File: config.mk
export PLATFORM = sky130hd
export DESIGN_NAME = srg_top
export DESIGN_NICKNAME = d
export VERILOG_FILES = /design/src/srg_pkg.sv /design/src/srg_top.sv
export SDC_FILE = /design/constraint.sdc
export NUM_CORES = 1
export LEC_CHECK = 0
export ABC_CLOCK_PERIOD_IN_PS = 2900
export BUFFER_PORTS_ARGS = -buffer_cell sky130_fd_sc_hd__buf_4
export CORE_UTILIZATION = 50
export DETAILED_ROUTE_END_ITERATION = 16
export PLACE_DENSITY = 0.77
export SKIP_LAST_GASP = 1
export SYNTH_ARGS = -nofsm -noshare
export SYNTH_HDL_FRONTEND = slang
export SYNTH_SLANG_ARGS = --single-unit
File: constraint.sdc
create_clock -name ref_clk -period 2.9 [get_ports ref_clk]
set_input_delay 0.58 -clock ref_clk [delete_from_list [all_inputs] [get_ports ref_clk]]
set_output_delay 0.58 -clock ref_clk [all_outputs]
set_load 0.02 [all_outputs]
File: src/srg_pkg.sv
// Constants, register map and field layout of the serial rate generator.
// Assumes one 200 MHz ref_clk domain and an AHB-Lite master with 32-bit data.
package srg_pkg;
  // ---------------------------------------------------------------
  // Register byte addresses
  // ---------------------------------------------------------------
  localparam logic [7:0] ADDR_MODE1 = 8'h00;
  localparam logic [7:0] ADDR_MODE2 = 8'h04;
  localparam logic [7:0] ADDR_CMD = 8'h08;
  localparam logic [7:0] ADDR_STAT = 8'h0C;
  localparam logic [7:0] REG_RST = 8'h00;
  // ---------------------------------------------------------------
  // Fields
  // ---------------------------------------------------------------
  localparam int M1_MULT_LSB = 0;
  localparam int M2_RATE_LSB = 0;
  localparam int M2_RXINT_BIT = 4;
  localparam int M2_TXINT_BIT = 5;
  localparam int M2_RXBRK_BIT = 6;
  localparam int CMD_TXEN_BIT = 0;
  localparam int CMD_RXEN_BIT = 2;
  localparam int ST_RUN_BIT = 0;
  localparam int ST_TXSEEN_BIT = 1;
  localparam int ST_RXSEEN_BIT = 2;
  localparam int ST_BRK_BIT = 3;
  localparam int ST_RXPIN_BIT = 4;
  localparam logic [7:0] ST_W1C_MASK = 8'h06;
  // ---------------------------------------------------------------
  // Clock modes and counts
  // ---------------------------------------------------------------
  typedef enum logic [1:0] {
    SRG_SYNC_1X = 2'b00,
    SRG_ASYNC_1X = 2'b01,
    SRG_ASYNC_16X = 2'b10,
    SRG_ASYNC_64X = 2'b11
  } srg_mult_t;
  typedef enum logic [0:0] {
    SRG_IDLE = 1'b0,
    SRG_RUN = 1'b1
  } srg_gen_t;
  localparam int DIV_W = 13;
  localparam int MCNT_W = 6;
  localparam logic [MCNT_W-1:0] MCNT_1X = 6'h00;
  localparam logic [MCNT_W-1:0] MCNT_16X = 6'h0F;
  localparam logic [MCNT_W-1:0] MCNT_64X = 6'h3F;
  localparam int SYNC_STAGES = 3;
endpackage : srg_pkg

File: src/srg_top.sv
// Rate divider unit, clock steering and master reset with AHB-Lite registers.
// Assumes rate_source_clock and both bit clock pins are slow against ref_clk.
`timescale 1ns/1ps
module srg_top
  import srg_pkg::*;
#(
  parameter int RATE_SET = 1
) (
  input wire logic ref_clk,
  input wire logic rstn,
  input wire logic master_reset,
  input wire logic hsel,
  input wire logic [31:0] haddr,
  input wire logic [1:0] htrans,
  input wire logic hwrite,
  input wire logic [2:0] hsize,
  input wire logic [31:0] hwdata,
  input wire logic hready,
  output logic [31:0] hrdata,
  output logic hreadyout,
  output logic hresp,
  input wire logic rate_source_clock,
  input wire logic tx_clk_in,
  output logic tx_clk_out,
  output logic tx_clk_oe,
  input wire logic rx_clk_in,
  output logic rx_clk_out,
  output logic rx_clk_oe,
  input wire logic line_break_flag,
  output logic tx_bit_tick,
  output logic rx_bit_tick,
  output logic rx_sample_tick
);

  initial begin
    if (RATE_SET < 1 || RATE_SET > 3) begin
      $error("RATE_SET must be 1, 2 or 3");
    end
  end

  // ---------------------------------------------------------------
  // Rate tables
  // ---------------------------------------------------------------
  function automatic logic [DIV_W-1:0] rate_div(input logic [3:0] code);
    logic [DIV_W-1:0] d;
    d = 13'h0010;
    if (RATE_SET == 1) begin
      case (code)
        4'h0: d = 13'd6144;
        4'h1: d = 13'd4096;
        4'h2: d = 13'd2793;
        4'h3: d = 13'd2284;
        4'h4: d = 13'd2048;
        4'h5: d = 13'd1536;
        4'h6: d = 13'd1024;
        4'h7: d = 13'd512;
        4'h8: d = 13'd292;
        4'h9: d = 13'd256;
        4'hA: d = 13'd171;
        4'hB: d = 13'd154;
        4'hC: d = 13'd128;
        4'hD: d = 13'd64;
        4'hE: d = 13'd32;
        default: d = 13'd16;
      endcase
    end else if (RATE_SET == 2) begin
      case (code)
        4'h0: d = 13'd6752;
        4'h1: d = 13'd6144;
        4'h2: d = 13'd4096;
        4'h3: d = 13'd2793;
        4'h4: d = 13'd2284;
        4'h5: d = 13'd2048;
        4'h6: d = 13'd1024;
        4'h7: d = 13'd512;
        4'h8: d = 13'd256;
        4'h9: d = 13'd171;
        4'hA: d = 13'd154;
        4'hB: d = 13'd128;
        4'hC: d = 13'd64;
        4'hD: d = 13'd32;
        4'hE: d = 13'd16;
        default: d = 13'd8;
      endcase
    end else begin
      case (code)
        4'h0: d = 13'd6336;
        4'h1: d = 13'd4224;
        4'h2: d = 13'd2880;
        4'h3: d = 13'd2355;
        4'h4: d = 13'd2112;
        4'h5: d = 13'd1056;
        4'h6: d = 13'd528;
        4'h7: d = 13'd264;
        4'h8: d = 13'd176;
        4'h9: d = 13'd158;
        4'hA: d = 13'd132;
        4'hB: d = 13'd88;
        4'hC: d = 13'd66;
        4'hD: d = 13'd44;
        4'hE: d = 13'd33;
        default: d = 13'd16;
      endcase
    end
    return d;
  endfunction

  // Terminal count of the bit-rate prescaler for a clock mode
  function automatic logic [MCNT_W-1:0] mult_last(input logic [1:0] m);
    logic [MCNT_W-1:0] r;
    r = MCNT_1X;
    case (m)
      SRG_ASYNC_16X: r = MCNT_16X;
      SRG_ASYNC_64X: r = MCNT_64X;
      default: r = MCNT_1X;
    endcase
    return r;
  endfunction

  // ---------------------------------------------------------------
  // Registers
  // ---------------------------------------------------------------
  logic [7:0] mode1_ff;
  logic [7:0] mode2_ff;
  logic [7:0] cmd_ff;
  logic [7:0] stat_ff;
  logic [7:0] nxt_stat;
  logic wr_pend_ff;
  logic [7:0] waddr_ff;
  logic [31:0] hrdata_ff;
  logic addr_ok;
  logic [7:0] rd_val;
  logic [7:0] wdat;
  logic [1:0] mult;
  logic tx_int;
  logic rx_int;

  assign mult = mode1_ff[M1_MULT_LSB +: 2];
  assign tx_int = mode2_ff[M2_TXINT_BIT];
  // A synchronous receiver never runs from the divider
  assign rx_int = mode2_ff[M2_RXINT_BIT] && (mult != SRG_SYNC_1X);
  assign addr_ok = hsel && htrans[1] && hready;
  assign wdat = hwdata[7:0];
  assign hreadyout = 1'b1;
  assign hresp = 1'b0;
  assign hrdata = hrdata_ff;

  always_ff @(posedge ref_clk or posedge master_reset) begin
    if (master_reset) begin
      wr_pend_ff <= 1'b0;
      waddr_ff <= REG_RST;
    end else if (!rstn) begin
      wr_pend_ff <= 1'b0;
      waddr_ff <= REG_RST;
    end else begin
      wr_pend_ff <= addr_ok && hwrite;
      if (addr_ok) begin
        waddr_ff <= haddr[7:0];
      end
    end
  end

  always_ff @(posedge ref_clk or posedge master_reset) begin
    if (master_reset) begin
      mode1_ff <= REG_RST;
      mode2_ff <= REG_RST;
      cmd_ff <= REG_RST;
    end else if (!rstn) begin
      mode1_ff <= REG_RST;
      mode2_ff <= REG_RST;
      cmd_ff <= REG_RST;
    end else if (wr_pend_ff) begin
      if (waddr_ff == ADDR_MODE1) begin
        mode1_ff <= wdat;
      end
      if (waddr_ff == ADDR_MODE2) begin
        mode2_ff <= wdat;
      end
      if (waddr_ff == ADDR_CMD) begin
        cmd_ff <= wdat;
      end
    end
  end

  // Read mux; a write still in its data phase is forwarded unless it targets ADDR_STAT
  always_comb begin
    rd_val = 8'h00;
    case (haddr[7:0])
      ADDR_MODE1: rd_val = mode1_ff;
      ADDR_MODE2: rd_val = mode2_ff;
      ADDR_CMD: rd_val = cmd_ff;
      ADDR_STAT: rd_val = stat_ff;
      default: rd_val = 8'h00;
    endcase
    if (wr_pend_ff && waddr_ff == haddr[7:0] && waddr_ff != ADDR_STAT) begin
      rd_val = wdat;
    end
  end

  always_ff @(posedge ref_clk or posedge master_reset) begin
    if (master_reset) begin
      hrdata_ff <= 32'h0000_0000;
    end else if (!rstn) begin
      hrdata_ff <= 32'h0000_0000;
    end else if (addr_ok && !hwrite) begin
      hrdata_ff <= {24'h00_0000, rd_val};
    end
  end

  // ---------------------------------------------------------------
  // Input synchronisers
  // ---------------------------------------------------------------
  logic [SYNC_STAGES-1:0] src_s_ff;
  logic [SYNC_STAGES-1:0] txc_s_ff;
  logic [SYNC_STAGES-1:0] rxc_s_ff;
  logic [1:0] brk_s_ff;
  logic src_rise;
  logic tx_ext_fall;
  logic rx_ext_rise;

  always_ff @(posedge ref_clk or posedge master_reset) begin
    if (master_reset) begin
      src_s_ff <= '0;
      txc_s_ff <= '0;
      rxc_s_ff <= '0;
      brk_s_ff <= 2'h0;
    end else if (!rstn) begin
      src_s_ff <= '0;
      txc_s_ff <= '0;
      rxc_s_ff <= '0;
      brk_s_ff <= 2'h0;
    end else begin
      src_s_ff <= {src_s_ff[SYNC_STAGES-2:0], rate_source_clock};
      txc_s_ff <= {txc_s_ff[SYNC_STAGES-2:0], tx_clk_in};
      rxc_s_ff <= {rxc_s_ff[SYNC_STAGES-2:0], rx_clk_in};
      brk_s_ff <= {brk_s_ff[0], line_break_flag};
    end
  end

  // Edges come from stages two and three only
  assign src_rise = src_s_ff[1] && !src_s_ff[2];
  assign tx_ext_fall = !txc_s_ff[1] && txc_s_ff[2];
  assign rx_ext_rise = rxc_s_ff[1] && !rxc_s_ff[2];

  // ---------------------------------------------------------------
  // Rate divider unit
  // ---------------------------------------------------------------
  srg_gen_t gen_ff;
  srg_gen_t nxt_gen;
  logic [DIV_W-1:0] div_cnt_ff;
  logic [DIV_W-1:0] divisor;
  logic gen_tick_ff;
  logic clk16_ff;
  logic want_gen;

  assign divisor = rate_div(mode2_ff[M2_RATE_LSB +: 4]);
  assign want_gen = (cmd_ff[CMD_TXEN_BIT] && tx_int) || (cmd_ff[CMD_RXEN_BIT] && rx_int);

  always_comb begin
    nxt_gen = gen_ff;
    case (gen_ff)
      SRG_IDLE: if (want_gen) nxt_gen = SRG_RUN;
      SRG_RUN: if (!want_gen) nxt_gen = SRG_IDLE;
      default: nxt_gen = SRG_IDLE;
    endcase
  end

  always_ff @(posedge ref_clk or posedge master_reset) begin
    if (master_reset) begin
      gen_ff <= SRG_IDLE;
    end else if (!rstn) begin
      gen_ff <= SRG_IDLE;
    end else begin
      gen_ff <= nxt_gen;
    end
  end

  // Output is high for the first half of each divisor span
  always_ff @(posedge ref_clk or posedge master_reset) begin
    if (master_reset) begin
      div_cnt_ff <= '0;
      gen_tick_ff <= 1'b0;
      clk16_ff <= 1'b0;
    end else if (!rstn) begin
      div_cnt_ff <= '0;
      gen_tick_ff <= 1'b0;
      clk16_ff <= 1'b0;
    end else if (gen_ff != SRG_RUN) begin
      div_cnt_ff <= '0;
      gen_tick_ff <= 1'b0;
      clk16_ff <= 1'b0;
    end else begin
      gen_tick_ff <= 1'b0;
      if (src_rise) begin
        if (div_cnt_ff == '0) begin
          div_cnt_ff <= divisor - 13'd1;
          gen_tick_ff <= 1'b1;
          clk16_ff <= 1'b1;
        end else begin
          div_cnt_ff <= div_cnt_ff - 13'd1;
          if (div_cnt_ff <= {1'b0, divisor[DIV_W-1:1]}) begin
            clk16_ff <= 1'b0;
          end
        end
      end
    end
  end

  // ---------------------------------------------------------------
  // Bit clock steering and prescalers
  // ---------------------------------------------------------------
  logic tx_base;
  logic rx_base;
  logic [MCNT_W-1:0] tx_pre_ff;
  logic [MCNT_W-1:0] rx_pre_ff;
  logic tx_bit_ff;
  logic rx_bit_ff;
  logic rx_samp_ff;
  logic tx_pin_ff;
  logic rx_pin_ff;

  // Divider output is the 16X or 64X clock in async 16X/64X, the bit clock in sync and async 1X
  assign tx_base = tx_int ? gen_tick_ff : tx_ext_fall;
  assign rx_base = rx_int ? gen_tick_ff : rx_ext_rise;
  // Ceiling on bit rate is set by the pin sampling, far above 1M bps
  always_ff @(posedge ref_clk or posedge master_reset) begin
    if (master_reset) begin
      tx_pre_ff <= '0;
      tx_bit_ff <= 1'b0;
    end else if (!rstn || !cmd_ff[CMD_TXEN_BIT]) begin
      tx_pre_ff <= '0;
      tx_bit_ff <= 1'b0;
    end else begin
      tx_bit_ff <= 1'b0;
      if (tx_base) begin
        if (tx_pre_ff >= mult_last(mult)) begin
          tx_pre_ff <= '0;
          tx_bit_ff <= 1'b1;
        end else begin
          tx_pre_ff <= tx_pre_ff + 6'h01;
        end
      end
    end
  end

  always_ff @(posedge ref_clk or posedge master_reset) begin
    if (master_reset) begin
      rx_pre_ff <= '0;
      rx_bit_ff <= 1'b0;
      rx_samp_ff <= 1'b0;
    end else if (!rstn || !cmd_ff[CMD_RXEN_BIT]) begin
      rx_pre_ff <= '0;
      rx_bit_ff <= 1'b0;
      rx_samp_ff <= 1'b0;
    end else begin
      rx_bit_ff <= 1'b0;
      rx_samp_ff <= rx_base;
      if (rx_base) begin
        if (rx_pre_ff >= mult_last(mult)) begin
          rx_pre_ff <= '0;
          rx_bit_ff <= 1'b1;
        end else begin
          rx_pre_ff <= rx_pre_ff + 6'h01;
        end
      end
    end
  end

  always_ff @(posedge ref_clk or posedge master_reset) begin
    if (master_reset) begin
      tx_pin_ff <= 1'b0;
      rx_pin_ff <= 1'b0;
    end else if (!rstn) begin
      tx_pin_ff <= 1'b0;
      rx_pin_ff <= 1'b0;
    end else begin
      tx_pin_ff <= clk16_ff;
      rx_pin_ff <= mode2_ff[M2_RXBRK_BIT] ? brk_s_ff[1] : clk16_ff;
    end
  end

  assign tx_clk_out = tx_pin_ff;
  assign tx_clk_oe = tx_int;
  assign rx_clk_out = rx_pin_ff;
  assign rx_clk_oe = rx_int;
  assign tx_bit_tick = tx_bit_ff;
  assign rx_bit_tick = rx_bit_ff;
  assign rx_sample_tick = rx_samp_ff;

  // ---------------------------------------------------------------
  // Status
  // ---------------------------------------------------------------
  always_comb begin
    nxt_stat = stat_ff;
    if (wr_pend_ff && waddr_ff == ADDR_STAT) begin
      nxt_stat = stat_ff & ~(wdat & ST_W1C_MASK);
    end
    // Setting beats a clear in the same cycle
    if (tx_bit_ff) nxt_stat[ST_TXSEEN_BIT] = 1'b1;
    if (rx_bit_ff) nxt_stat[ST_RXSEEN_BIT] = 1'b1;
    nxt_stat[ST_RUN_BIT] = (gen_ff == SRG_RUN);
    nxt_stat[ST_BRK_BIT] = brk_s_ff[1];
    nxt_stat[ST_RXPIN_BIT] = rx_int;
  end

  always_ff @(posedge ref_clk or posedge master_reset) begin
    if (master_reset) begin
      stat_ff <= REG_RST;
    end else if (!rstn) begin
      stat_ff <= REG_RST;
    end else begin
      stat_ff <= nxt_stat;
    end
  end

endmodule // srg_top

==> flow_summary.ini <==
[final_layout]
drive_gt1_share_pct = 16.04
antennaDiodeCount = 0
area_delta_synth_final_pct = 13.55
finalNetCount = 764
finalNonFillerCells = 801
nFillCells = 922

[detailed_routing]
avgViaCountPerCell = 5.743
wl_um = 12930
first_pass_iters = 6
drt_iter0_drc = 362
drc = 0
ant_nets = 0
vias = 4600
avgRoutedWirePerCell_um = 16.14

[logic_synthesis]
seq_area_frac_synth_pct = 39.87
synth_top_area_cell = dfrtp_1
ys_seq_elements = 90
synth_edf_count = 0
synth_area_per_cell_um2 = 9.261
synth_compound_area_share_pct = 15.33
synth_fa_ha_area_share_pct = 6.600
synth_top_family_by_area = simple AND/OR/NAND/NOR gates
ys.flop_type = dfrtp_1
synth.distinct_cells = 66
synth_xor_area_share_pct = 1.705
async_reset_ff_share_pct = 100.0
syn_inst = 610
synth_area_leaders = dfrtp_1 (40%), ha_1 (6.4%), nand2_1 (5.4%)
yosysWarnings = 0
synth_area_um2 = 5649
synth_top_cell_area_share_pct = 39.87
synth-simple-area-share_pct = 22.88
synthMuxAreaShare_pct = 7.176

[power]
p_leak_nw = 2.856
power_frac_clock_pct = 44.4
internal_power_w = 0.001984
ir_worst_vdd_mv = 0.4855
p_per_area_nw_per_um2 = 406.8
sequentialPowerShare_pct = 48.9
power_frac_comb_pct = 6.7
switching_share_pct = 23.98
switching_power_w = 0.0006259

[global_route]
gr-total-overflow = 0
antenna_found_initial = 0
grt_pass1_vias = 4414
track_usage_pct = 23.16
grt_pass1_wl_um = 21160
grt_max_degree = 91

[cts]
clk_pin_slew_ns = 0.07
cts_tree = done
hold_buffers = 0
cts_sinks = 90
cts_root_buf = clkbuf_16
clock_latency_ns = 0.34
cts_made_buffers = 9
htree_levels = 3
cts_buffer_depth = 2

[worst_hold_path]
hp-class = in2async

[setup_path]
arrival_ns = 2.97
crit_start = div_cnt_ff[3]$_DFFE_PP0P_
crit_path_start_kind = register
critPathKind = reg2reg
worstReg2RegStart = div_cnt_ff[3]$_DFFE_PP0P_
worstPathRequired_ns = 3.13
end_kind = register
cp_max_fo = 7

[floorplanning]
core_area_um2 = 10940
rows = 38
die_width_um = 108.3
pin_count = 120
start_util_pct = 51.66
die_y_um = 108.3
die-area_um2 = 11730

[timing]
slew_viol_final = 0
setup_violations = 0
skew_ns = 0.01164
slew_headroom_pct = 21.86
tns_ns = 0
finalHoldViolCount = 0
worst_slew_pin_slew_ns = 1.164
rsz0062_at_grt = false
fmax_mhz = 364.9
period_share_pct = 94.49
layout_min_cycle_time_ns = 2.740

[place]
io_buffer_count = 41
post-dp-hpwl_um = 9061
dp.cells = 784
gp_congestion = 0.9101

[run_status]
status = complete, no violations

[run]
cap_viol_max_count = 0
area by class of cell:
type	count	area, µm²	share of cell area, %
multi-input cells	478	3137	48.90
flip-flops and latches	90	2253	35.13
repair buffers	65	500.5	7.802
clock buffers	12	266.5	4.154
well taps	140	175.2	2.731
inverters	12	48.80	0.7607
clock inverters	4	33.78	0.5266
metrics by stage:
step	setup slack, ns	area, µm²	hold WS, ns	util [%]	total power, W
4_1_cts	0.04919	6400	0.3921	58.52	0.002641
6_report	0.1597	6415	0.3367	58.66	0.002610
3_5_place_dp	0.06722	6100	0.4397	55.78	0.001475
2_1_floorplan	0.1070	5743	0.4277	-	0.001436
5_1_grt	0.01051	6415	0.4137	58.66	0.002701
3_3_place_gp	0.1077	6100	0.4353	55.78	0.001470
registers in the layout (all words and copies together), names as in the netlist, 2 cells and up:
name	flops
brk_s_ff	2
cmd_ff	8
div_cnt_ff	13
hrdata	8
mode1_ff	8
mode2_ff	8
rx_pre_ff	6
rxc_s_ff	3
src_s_ff	3
stat_ff	5
tx_pre_ff	6
txc_s_ff	3
waddr_ff	8
repair_timing:
| action | CTS | global route |
|---|---|---|
| endpoints found under the setup margin | 0 | 1 |
| buffers inserted | 0 | 1 |
| gates resized for setup | 0 | 3 |
synth_stat cells, drive strengths merged (9+ instances only):
master and number:
a21oi 25, xnor2 9, mux2i 27, o211ai 12
ha 29, nand2b 10, and2 14, o21a 10
nor2b 25, nand4 9, nand3 18, nand2 82
a21boi 17, clkbuf 23, dfrtp 90, inv 12
nor2 41, o21ai 19, nor3 16, buf 31
layer usage:
layer,GRT usage [%],wire [µm]
met3,5.425,765
met1,32.20,5938
met5,0,0
met2,35.58,5993
met4,7.722,233
power groups by stage:
stage                     Sequential (W)  Clock, W  Combinational, W
final                            0.00127   0.00116          0.000176
after detailed placement         0.00130         0          0.000177
after floorplan                  0.00129         0          0.000141
after global placement           0.00130         0          0.000173
after global routing             0.00128   0.00123          0.000195
after CTS                        0.00127   0.00119          0.000177
worst max-delay path, stage by stage (launching register included):
cell      delay [ns]
dfrtp_1         0.51
nor4_4          0.12
and4_1          0.24
a31oi_1         0.27
ha_1            0.34
o211ai_1        0.15
o21ai_2         0.25
nand3_2         0.18
or3_1           0.40
and3_1          0.17
placed cells by master (no fill, tap or decap), types with 6 or more instances in the layout:
| cell | netlist | layout |
|---|---|---|
| dfrtp_1 | 90 | 89 |
| nand2_1 | 82 | 82 |
| buf_4 | 26 | 64 |
| nor2_1 | 41 | 41 |
| ha_1 | 29 | 29 |
| mux2i_1 | 27 | 27 |
| conb_1 | 2 | 26 |
| nor2b_1 | 25 | 25 |
| a21oi_1 | 24 | 24 |
| o21ai_0 | 17 | 17 |
| nand3_1 | 17 | 17 |
| a21boi_0 | 17 | 17 |
| nor3_1 | 14 | 14 |
| and2_1 | 14 | 14 |
| o211ai_1 | 12 | 12 |
| inv_1 | 12 | 11 |
| nand2b_1 | 10 | 10 |
| o21a_1 | 10 | 10 |
| xnor2_1 | 9 | 9 |
| clkbuf_16 | 0 | 9 |
| nand4_1 | 8 | 8 |
| a21o_1 | 7 | 7 |
| a31oi_1 | 7 | 7 |
| nand3b_1 | 6 | 6 |
cell families (layout without fill, tap and decap cells):
kind of cell             after synthesis  after routing
AND/OR/NAND/NOR                      251            251
AO/OA/AOI/OAI                        126            126
flip-flops                            90             90
buffers and inverters                 66             93
multiplexers                          34             34
adder cells (fa/ha/maj)               30             30
XOR/XNOR                              11             11
other                                  2             26
final timing paths:
path,to,slack [ns],cells after the start
min reg2reg,txc_s_ff[1]$_DFF_PP0_,0.46,1
min,div_cnt_ff[11]$_DFFE_PP0P_,0.34,3
max reg2reg,div_cnt_ff[12]$_DFFE_PP0P_,0.16,9
min in group ref_clk,txc_s_ff[0]$_DFF_PP0_,0.45,2
max,div_cnt_ff[12]$_DFFE_PP0P_,0.16,9
max in group asynchronous,mode2_ff[1]$_DFFE_PP0P_,2.12,3
(Power assumes the default switching activity.)
